**src/inc/spmux_params.svh**
```systemverilog
// constants for the switch port pin mux
`ifndef SPMUX_PARAMS_SVH
`define SPMUX_PARAMS_SVH
`define SPMUX_MODE_W 3
`define SPMUX_MODE_MII_MAC 3'h0
`define SPMUX_MODE_MII_PHY 3'h1
`define SPMUX_MODE_RMII_MAC 3'h3
`define SPMUX_MODE_RMII_PHY 3'h2
`define SPMUX_MODE_INT_PHY 3'h6
`define SPMUX_MODE_RESET 3'h6
`define SPMUX_FIFO_W 3
`define SPMUX_FIFO_D 16
`define SPMUX_MDC_DIV 4'h4
`endif

```
**src/inc/spmux_pkg.sv**
```systemverilog
// types for the switch port pin mux
package spmux_pkg;
   // port mode, gray coded along the usual path
   typedef enum logic [2:0] {
      SPMUX_MII_MAC = 3'h0,
      SPMUX_MII_PHY = 3'h1,
      SPMUX_RMII_PHY = 3'h2,
      SPMUX_RMII_MAC = 3'h3,
      SPMUX_INT_PHY = 3'h6
   } spmux_mode_type;
endpackage

```
**src/rtl/spmux_fifo.sv**
```systemverilog
// small fifo carrying sampled port 1 input data
`timescale 1ns/10ps
module spmux_fifo #(
   parameter int WIDTH = 3,
   parameter int DEPTH = 16
) (
   input wire logic core_clk_i,
   input wire logic reset_n_i,
   input wire logic clk_en_i,
   input wire logic in_valid_i,
   output logic in_ready_o,
   input wire logic [WIDTH-1:0] in_data_i,
   output logic out_valid_o,
   input wire logic out_ready_i,
   output logic [WIDTH-1:0] out_data_o
);
   localparam int AW = $clog2(DEPTH);
   logic [WIDTH-1:0] mem [DEPTH]; // storage array
   logic [AW-1:0] wr_ptr; // write index
   logic [AW-1:0] rd_ptr; // read index
   logic [AW:0] count; // words held
   wire do_wr = in_valid_i && in_ready_o;
   wire do_rd = out_valid_o && out_ready_i;
   assign in_ready_o = (count != DEPTH[AW:0]); // honest full
   assign out_valid_o = (count != '0); // honest empty
   assign out_data_o = mem[rd_ptr];
   // storage write, no reset needed
   always_ff @(posedge core_clk_i) begin
      if (clk_en_i && do_wr) begin
         mem[wr_ptr] <= in_data_i;
      end
   end
   // pointer and count update
   always_ff @(posedge core_clk_i or negedge reset_n_i) begin
      if (!reset_n_i) begin
         wr_ptr <= '0;
         rd_ptr <= '0;
         count <= '0;
      end else if (clk_en_i) begin
         if (do_wr) wr_ptr <= wr_ptr + 1'b1;
         if (do_rd) rd_ptr <= rd_ptr + 1'b1;
         count <= count + {{AW{1'b0}}, do_wr} - {{AW{1'b0}}, do_rd};
      end
   end
endmodule // spmux_fifo

```
**src/rtl/spmux_top.sv**
```systemverilog
// pin function selection for port 0 mii side pins and port 1 input data
// Notes on behaviour
// - mii mac: collision pin is input
// - mii phy: drive collision, off under isolate
// - mii mac: carrier sense pin is input
// - mii phy: drive carrier, off under isolate
// - rmii modes: collision, carrier, data3-2 unused
// - mgmt slave: data pin bidirectional with master
// - mgmt master: data pin exchanges with phys
// - mgmt master: device drives clock out
// - data line idles high, drivers release
// - straps captured once, on the third edge after reset release
// - mii mac: data3-1 receive nibble in
// - mii phy: data in, buffer off isolate
// - rmii mac: data1 receive bit in
// - rmii phy: data1 in, off under isolate
// - internal phy: data3-1 unused
`timescale 1ns/10ps
`include "spmux_params.svh"
module spmux_top (
   input wire logic core_clk_i,
   input wire logic reset_n_i,
   input wire logic clk_en_i,
   // straps and control
   input wire logic [2:0] mode_strap_i,
   input wire logic mgmt_master_strap_i,
   input wire logic virtual_phy_isolate_bit_i,
   // switch side port 0 status toward external mac
   input wire logic sw_collision_i,
   input wire logic sw_carrier_i,
   // switch side management master and slave requests
   input wire logic mgmt_drive_i,
   input wire logic mgmt_data_i,
   input wire logic mgmt_slave_drive_i,
   input wire logic mgmt_slave_data_i,
   // port 0 pins
   input wire logic port0_collision_pin_i,
   output logic port0_collision_pin_o,
   output logic port0_collision_pin_oe_o,
   input wire logic port0_carrier_sense_pin_i,
   output logic port0_carrier_sense_pin_o,
   output logic port0_carrier_sense_pin_oe_o,
   input wire logic port0_mgmt_data_pin_i,
   output logic port0_mgmt_data_pin_o,
   output logic port0_mgmt_data_pin_oe_o,
   input wire logic port0_mgmt_clock_pin_i,
   output logic port0_mgmt_clock_pin_o,
   output logic port0_mgmt_clock_pin_oe_o,
   // port 1 input data pins
   input wire logic port1_in_data_bit3_i,
   input wire logic port1_in_data_bit2_i,
   input wire logic port1_in_data_bit1_i,
   output logic port1_in_pulldown_en_o,
   // switch side results
   output logic sw_collision_o,
   output logic sw_carrier_o,
   output logic mgmt_data_o,
   output logic mgmt_clock_rise_o,
   output logic [2:0] port_mode_o,
   output logic mgmt_master_o,
   // port 1 data stream out of the fifo
   output logic p1_data_valid_o,
   input wire logic p1_data_ready_i,
   output logic [2:0] p1_data_o,
   output logic p1_overflow_o
);
   // two-stage synchronisers for all pins and straps
   logic [10:0] sync1; // first stage, read only by sync2
   logic [10:0] sync2; // second stage, safe to use
   logic strap_done; // straps taken once after release
   logic [1:0] strap_wait; // edges until the synchroniser holds real strap levels
   spmux_pkg::spmux_mode_type mode; // captured port mode
   logic mgmt_master; // captured management role
   logic mdc_prev; // last synced mgmt clock level
   logic [3:0] mdc_div; // divider for the driven clock
   logic mdc_out; // driven management clock level
   logic [2:0] p1_prev; // last sampled port 1 data
   logic ovf; // sticky overflow of the data fifo
   wire [10:0] pins_raw = {mode_strap_i, mgmt_master_strap_i,
      port0_collision_pin_i, port0_carrier_sense_pin_i, port0_mgmt_data_pin_i,
      port0_mgmt_clock_pin_i, port1_in_data_bit3_i, port1_in_data_bit2_i,
      port1_in_data_bit1_i};
   wire [2:0] s_strap = sync2[10:8];
   wire s_mstr = sync2[7];
   wire s_col = sync2[6];
   wire s_crs = sync2[5];
   wire s_mdio = sync2[4];
   wire s_mdc = sync2[3];
   wire [2:0] s_p1 = sync2[2:0];

   // mode decode
   wire is_mii_mac = (mode == spmux_pkg::SPMUX_MII_MAC);
   wire is_mii_phy = (mode == spmux_pkg::SPMUX_MII_PHY);
   wire is_rmii_mac = (mode == spmux_pkg::SPMUX_RMII_MAC);
   wire is_rmii_phy = (mode == spmux_pkg::SPMUX_RMII_PHY);
   wire iso = virtual_phy_isolate_bit_i;
   // phy modes gate the port 1 input buffer under isolate
   wire p1_buf_on = is_mii_mac || is_rmii_mac || ((is_mii_phy || is_rmii_phy) && !iso);
   wire p1_mii = is_mii_mac || is_mii_phy; // all three bits used
   wire p1_rmii = is_rmii_mac || is_rmii_phy; // bit 1 only
   wire [2:0] p1_mask = p1_mii ? 3'h7 : (p1_rmii ? 3'h1 : 3'h0); // internal phy none
   wire [2:0] p1_sample = s_p1 & p1_mask & {3{p1_buf_on}};
   wire p1_change = p1_buf_on && (p1_mask != 3'h0) && (p1_sample != p1_prev);
   wire fifo_in_ready;
   // pin directions
   wire next_col_oe = is_mii_phy && !iso;
   wire next_crs_oe = is_mii_phy && !iso;
   wire next_col_in = is_mii_mac ? s_col : 1'b0;
   wire next_crs_in = is_mii_mac ? s_crs : 1'b0;
   // data driven at the requested level when asserting, released otherwise, pull-up idles it high
   wire drv_req = mgmt_master ? mgmt_drive_i : mgmt_slave_drive_i;
   wire drv_dat = mgmt_master ? mgmt_data_i : mgmt_slave_data_i;
   wire next_mdio_oe = drv_req;
   wire next_mdio_o = drv_dat;
   wire next_mdc_rise = !mgmt_master && s_mdc && !mdc_prev; // external clock edge
   wire div_wrap = (mdc_div == `SPMUX_MDC_DIV - 4'h1);

   // synchroniser chain
   always_ff @(posedge core_clk_i or negedge reset_n_i) begin
      if (!reset_n_i) begin
         sync1 <= 11'h000;
         sync2 <= 11'h000;
      end else if (clk_en_i) begin
         sync1 <= pins_raw;
         sync2 <= sync1;
      end
   end

   // straps taken once the synchroniser has filled after release, then held
   // sync2 still holds reset zeros for two edges, so taking it earlier would read a false mode
   always_ff @(posedge core_clk_i or negedge reset_n_i) begin
      if (!reset_n_i) begin
         strap_wait <= 2'h0;
         strap_done <= 1'b0;
         mode <= spmux_pkg::SPMUX_INT_PHY;
         mgmt_master <= 1'b0;
      end else if (clk_en_i && !strap_done) begin
         if (strap_wait != 2'h2) begin
            strap_wait <= strap_wait + 2'h1; // pin levels still moving through the chain
         end else begin
            strap_done <= 1'b1;
            mode <= spmux_pkg::spmux_mode_type'(s_strap);
            mgmt_master <= s_mstr;
         end
      end
   end

   // management clock: sample external or divide own
   always_ff @(posedge core_clk_i or negedge reset_n_i) begin
      if (!reset_n_i) begin
         mdc_prev <= 1'b0;
         mdc_div <= 4'h0;
         mdc_out <= 1'b0;
      end else if (clk_en_i) begin
         mdc_prev <= s_mdc;
         mdc_div <= div_wrap ? 4'h0 : mdc_div + 4'h1;
         if (mgmt_master && div_wrap) mdc_out <= !mdc_out;
         else if (!mgmt_master) mdc_out <= 1'b0;
      end
   end

   // registered pin outputs and switch side results
   always_ff @(posedge core_clk_i or negedge reset_n_i) begin
      if (!reset_n_i) begin
         port0_collision_pin_o <= 1'b0;
         port0_collision_pin_oe_o <= 1'b0;
         port0_carrier_sense_pin_o <= 1'b0;
         port0_carrier_sense_pin_oe_o <= 1'b0;
         port0_mgmt_data_pin_o <= 1'b1;
         port0_mgmt_data_pin_oe_o <= 1'b0;
         port0_mgmt_clock_pin_o <= 1'b0;
         port0_mgmt_clock_pin_oe_o <= 1'b0;
         port1_in_pulldown_en_o <= 1'b0;
         sw_collision_o <= 1'b0;
         sw_carrier_o <= 1'b0;
         mgmt_data_o <= 1'b1;
         mgmt_clock_rise_o <= 1'b0;
      end else if (clk_en_i) begin
         port0_collision_pin_o <= sw_collision_i;
         port0_collision_pin_oe_o <= next_col_oe;
         port0_carrier_sense_pin_o <= sw_carrier_i;
         port0_carrier_sense_pin_oe_o <= next_crs_oe;
         port0_mgmt_data_pin_o <= next_mdio_o;
         port0_mgmt_data_pin_oe_o <= next_mdio_oe;
         port0_mgmt_clock_pin_o <= mdc_out;
         port0_mgmt_clock_pin_oe_o <= mgmt_master;
         port1_in_pulldown_en_o <= p1_buf_on && (p1_mask != 3'h0);
         sw_collision_o <= next_col_in;
         sw_carrier_o <= next_crs_in;
         mgmt_data_o <= next_mdio_oe ? next_mdio_o : s_mdio;
         mgmt_clock_rise_o <= next_mdc_rise;
      end
   end

   // port 1 data change capture; overflow sticks when the fifo is full
   always_ff @(posedge core_clk_i or negedge reset_n_i) begin
      if (!reset_n_i) begin
         p1_prev <= 3'h0;
         ovf <= 1'b0;
      end else if (clk_en_i) begin
         p1_prev <= p1_sample;
         if (p1_change && !fifo_in_ready) ovf <= 1'b1;
      end
   end

   assign port_mode_o = mode;
   assign mgmt_master_o = mgmt_master;
   assign p1_overflow_o = ovf;

   // data fifo; outputs come from its registered state
   spmux_fifo #(
      .WIDTH(`SPMUX_FIFO_W),
      .DEPTH(`SPMUX_FIFO_D)
   ) u_fifo (
      .core_clk_i(core_clk_i),
      .reset_n_i(reset_n_i),
      .clk_en_i(clk_en_i),
      .in_valid_i(p1_change),
      .in_ready_o(fifo_in_ready),
      .in_data_i(p1_sample),
      .out_valid_o(p1_data_valid_o),
      .out_ready_i(p1_data_ready_i),
      .out_data_o(p1_data_o)
   );
endmodule // spmux_top

```
**config.mk**
```make
export PLATFORM = sky130hd
export DESIGN_NAME = spmux_top
export DESIGN_NICKNAME = d
export VERILOG_FILES = /design/src/inc/spmux_pkg.sv /design/src/rtl/spmux_fifo.sv /design/src/rtl/spmux_top.sv
export VERILOG_INCLUDE_DIRS = /design/src /design/src/inc
export SDC_FILE = /design/constraint.sdc
export NUM_CORES = 1
export LEC_CHECK = 0
export BUFFER_PORTS_ARGS = -buffer_cell sky130_fd_sc_hd__buf_4
export CORE_MARGIN = 2
export CORE_UTILIZATION = 30
export CTS_BUF_LIST = sky130_fd_sc_hd__clkbuf_2 sky130_fd_sc_hd__clkbuf_4 sky130_fd_sc_hd__clkbuf_8
export CTS_CLUSTER_DIAMETER = 60
export DETAILED_ROUTE_END_ITERATION = 10
export GPL_TIMING_DRIVEN = 0
export PLACE_DENSITY_LB_ADDON = 0.25
export SKIP_CTS_REPAIR_TIMING = 1
export SYNTH_ARGS = -nofsm -noshare
export SYNTH_HDL_FRONTEND = slang
export SYNTH_SLANG_ARGS = --single-unit
```
**constraint.sdc**
```tcl
create_clock -name core_clk_i -period 6.6 [get_ports core_clk_i]
set_input_delay 0 -clock core_clk_i [delete_from_list [all_inputs] [get_ports core_clk_i]]
set_output_delay 0 -clock core_clk_i [all_outputs]
set_load 0.01 [all_outputs]
```
==> impl_metrics.py <==
metrics = {
    "power_and_ir_drop": {
        "seqPwrFrac_pct": 43.7,
        "cellInternalPower_mw": 1.533,
        "sw_frac_of_total_pct": 33.66,
        "peakVddDrop_mv": 0.1469,
        "p_switching_uw": 777.6,
        "power_density_nw_per_um2": 395.1,
        "p_leak_nw": 2.344,
        "combPwrFrac_pct": 37.3,
        "pwr-share-clk_pct": 19.0,
    },
    "cts": {
        "numCtsBuffers": 9,
        "clockRootBuffer": "clkbuf_8",
        "path_clk_slew_ns": 0.11,
        "cts.sinks": 112,
        "cts_tree": "done",
        "clk-insertion-delay-late_ns": 0.39,
        "h-tree-depth": 3,
        "clock_path_buffers": 2,
    },
    "placed_design": {
        "dp.cells": 585,
        "portBuffers": 43,
        "place_congestion": 0.7150,
        "place_hpwl_um": 6354,
    },
    "floorplan": {
        "die-area_sq_um": 17220,
        "io_pins": 44,
        "fp.dieW_um": 131.2,
        "fp-row-count": 46,
        "design.core.area_sq_um": 15830,
        "start_util_pct": 30.68,
        "die_y_um": 131.2,
    },
    "global_routing": {
        "grt_pass1_wl_um": 14930,
        "track_usage_pct": 11.26,
        "grt_max_degree": 65,
        "grt_overflow": 0,
        "antenna_found_initial": 0,
        "grt_pass1_vias": 2801,
    },
    "route": {
        "first_iter_violations": 217,
        "viasPerCell": 4.438,
        "drc_errors": 0,
        "post_drt_wl_per_cell_um": 14.87,
        "wirelength_um": 9204,
        "drtPass1Iterations": 4,
        "ant_nets": 0,
        "vias": 2747,
    },
    "setup_path": {
        "arrival_ns": 3.55,
        "critPathLaunchType": "flop",
        "critPathCaptureType": "flop",
        "required_ns": 6.87,
        "reg2reg_slack_ns": 3.32,
        "r2r_end": "u_fifo.count[4]$_DFFE_PN0P_",
        "crit_fanout": 18,
        "worstSetupPathType": "flop to flop",
        "timing.rr.start": "port_mode_o[1]$_DFFE_PN1P_",
        "reg2regPathDepth": 13,
    },
    "yosys": {
        "ys_seq_elements": 112,
        "syn_nets": 362,
        "synth-edff-count": 48,
        "syn_area_sq_um": 4856,
        "ys.flop_type": "dfrtp_1",
        "postSynthCellCount": 326,
        "avgSynthCellArea_sq_um": 14.90,
        "synthDistinctLibCells": 40,
        "yosysSeqAreaShare_pct": 62.77,
        "yosys_warnings": 0,
        "async_flop_share_pct": 57.14,
    },
    "finish": {
        "post_route_cells_drive_above_1_share_pct": 23.33,
        "final_cells": 619,
        "area_growth_pct": 20.43,
        "antenna_cells": 0,
        "fin_nets": 434,
    },
    "sta": {
        "relSlewSlack_pct": 32.74,
        "fin_crit_ns": 3.282,
        "finalCritPeriodShare_pct": 49.73,
        "fin_worst_skew_ns": 0.01624,
        "rsz0062_at_grt": "false",
        "slew_violations": 0,
        "setup_viol": 0,
        "fin_tns_setup_ns": 0,
        "timing.final.hold_violations": 0,
        "max_freq_mhz": 304.7,
        "worst_pin_slew_ns": 1.007,
        "hold_ws_ns": 0.04363,
    },
    "hold_path": {
        "whs_endpoint": "mgmt_data_o$_DFFE_PN1P_",
        "hold_start": "mgmt_slave_data_i",
        "holdPathStages": 4,
        "hold_class": "input port to flop",
    },
    "job": {
        "drv_cap": 0,
    },
    "status": {
        "outcome": "completed",
    },
}
registers in the layout, summed over array words and instances, names as in the netlist, 2 cells and up:
name,flops
sync1,11
u_fifo.count,5
mdc_div,4
u_fifo.wr_ptr,4
sync2,11
u_fifo.mem,48
u_fifo.rd_ptr,4
strap_wait,2
port_mode_o,3
p1_prev,3
power groups by stage:
stage / clock, mW / sequential, mW / combinational, mW
floorplan: 0 / 1.01 / 0.592
global placement: 0 / 1.02 / 0.842
detailed placement: 0 / 1.03 / 0.867
CTS: 0.457 / 1.01 / 0.872
global route: 0.485 / 1.03 / 0.962
finish: 0.440 / 1.01 / 0.861
final cells by class:
class                   count  area (sq um)
clock buffers               9         123.9
repair buffers             61         503.0
multi-input cells         183          1677
well taps                 216         270.3
fillers                  1519          9980
flip-flops and latches    112          3048
clock inverters             7         90.09
inverters                  15         56.30
plain buffers              16         80.08
metal layers:
metal / share of wire (%) / global-route usage, %
met4: 1.2 / 3.623
met5: 0 / 0
met2: 48 / 17.69
met1: 47 / 14.83
met3: 3.3 / 3.665
cell families (layout without fill, tap and decap cells):
| family | Yosys count | after routing | synth area share [%] |
|---|---|---|---|
| DFF | 112 | 112 | 62.77 |
| AOI/OAI and AO/OA | 28 | 28 | 3.556 |
| adders and majority gates | 14 | 14 | 3.762 |
| xor gates and xnor gates | 15 | 15 | 2.860 |
| and+or+nand+nor | 69 | 69 | 7.627 |
| buffers and inverters | 31 | 108 | 2.808 |
| muxes | 57 | 57 | 16.62 |
cell usage in the layout (no fill, tap or decap), types with 13 or more instances in the layout:
cell type	instances
buf_4	44
inv_1	15
mux4_2	15
nand2_1	19
edfxtp_1	48
ha_1	13
mux2_1	35
dfrtp_1	60
dlygate4sd3_1	18
metrics by stage:
step	area, sq um	util, %	worst slack (ns)	total power [mW]
after floorplan	4856	-	3.705	1.607
after global placement	5449	34.43	3.345	1.863
after detailed placement	5454	34.46	3.283	1.893
after CTS	5668	35.81	3.256	2.340
after global routing	5848	36.95	2.987	2.476
final	5848	36.95	3.318	2.311
synth_stat cells (4+ instances only):
master    count  area (sq um)
clkbuf_1      9         33.78
edfxtp_1     48          1441
inv_1        15         56.30
dfrtp_1      60          1501
nand3_1       6         30.03
nand2_1      19         71.32
mux2_2        4         45.04
dfstp_2       4         105.1
mux4_2       15         337.8
a21oi_1       9         45.04
ha_1         13         162.7
mux2_1       35         394.1
and3_1       10         62.56
nor2_1       12         45.04
xnor2_1      12         105.1
o21ai_1      11         55.05
worst max-delay path: stages (launching register included):
cell and delay, ns:
dfstp_2 0.62, xor2_1 0.14, a21oi_2 0.65, xnor2_2 0.21, nand2_1 0.09, and3_1 0.18
ha_1 0.20, fa_1 0.41, a21oi_1 0.16, nor2_1 0.06, nor2_1 0.11, xnor2_1 0.12
nand2_1 0.08, xnor2_1 0.15
how the worst max path moves through the flow:
stage	from	endpoint	slack (ns)
global placement	port_mode_o[1]$_DFFE_PN1P_	u_fifo.count[4]$_DFFE_PN0P_	3.34
global route	port_mode_o[1]$_DFFE_PN1P_	u_fifo.count[4]$_DFFE_PN0P_	2.99
finish	port_mode_o[1]$_DFFE_PN1P_	u_fifo.count[4]$_DFFE_PN0P_	3.32
detailed placement	port_mode_o[1]$_DFFE_PN1P_	u_fifo.count[4]$_DFFE_PN0P_	3.28
CTS	port_mode_o[1]$_DFFE_PN1P_	u_fifo.count[4]$_DFFE_PN0P_	3.26
floorplan	port_mode_o[1]$_DFFE_PN1P_	u_fifo.count[4]$_DFFE_PN0P_	3.70
Note: power is estimated with default switching activity, not from simulation.
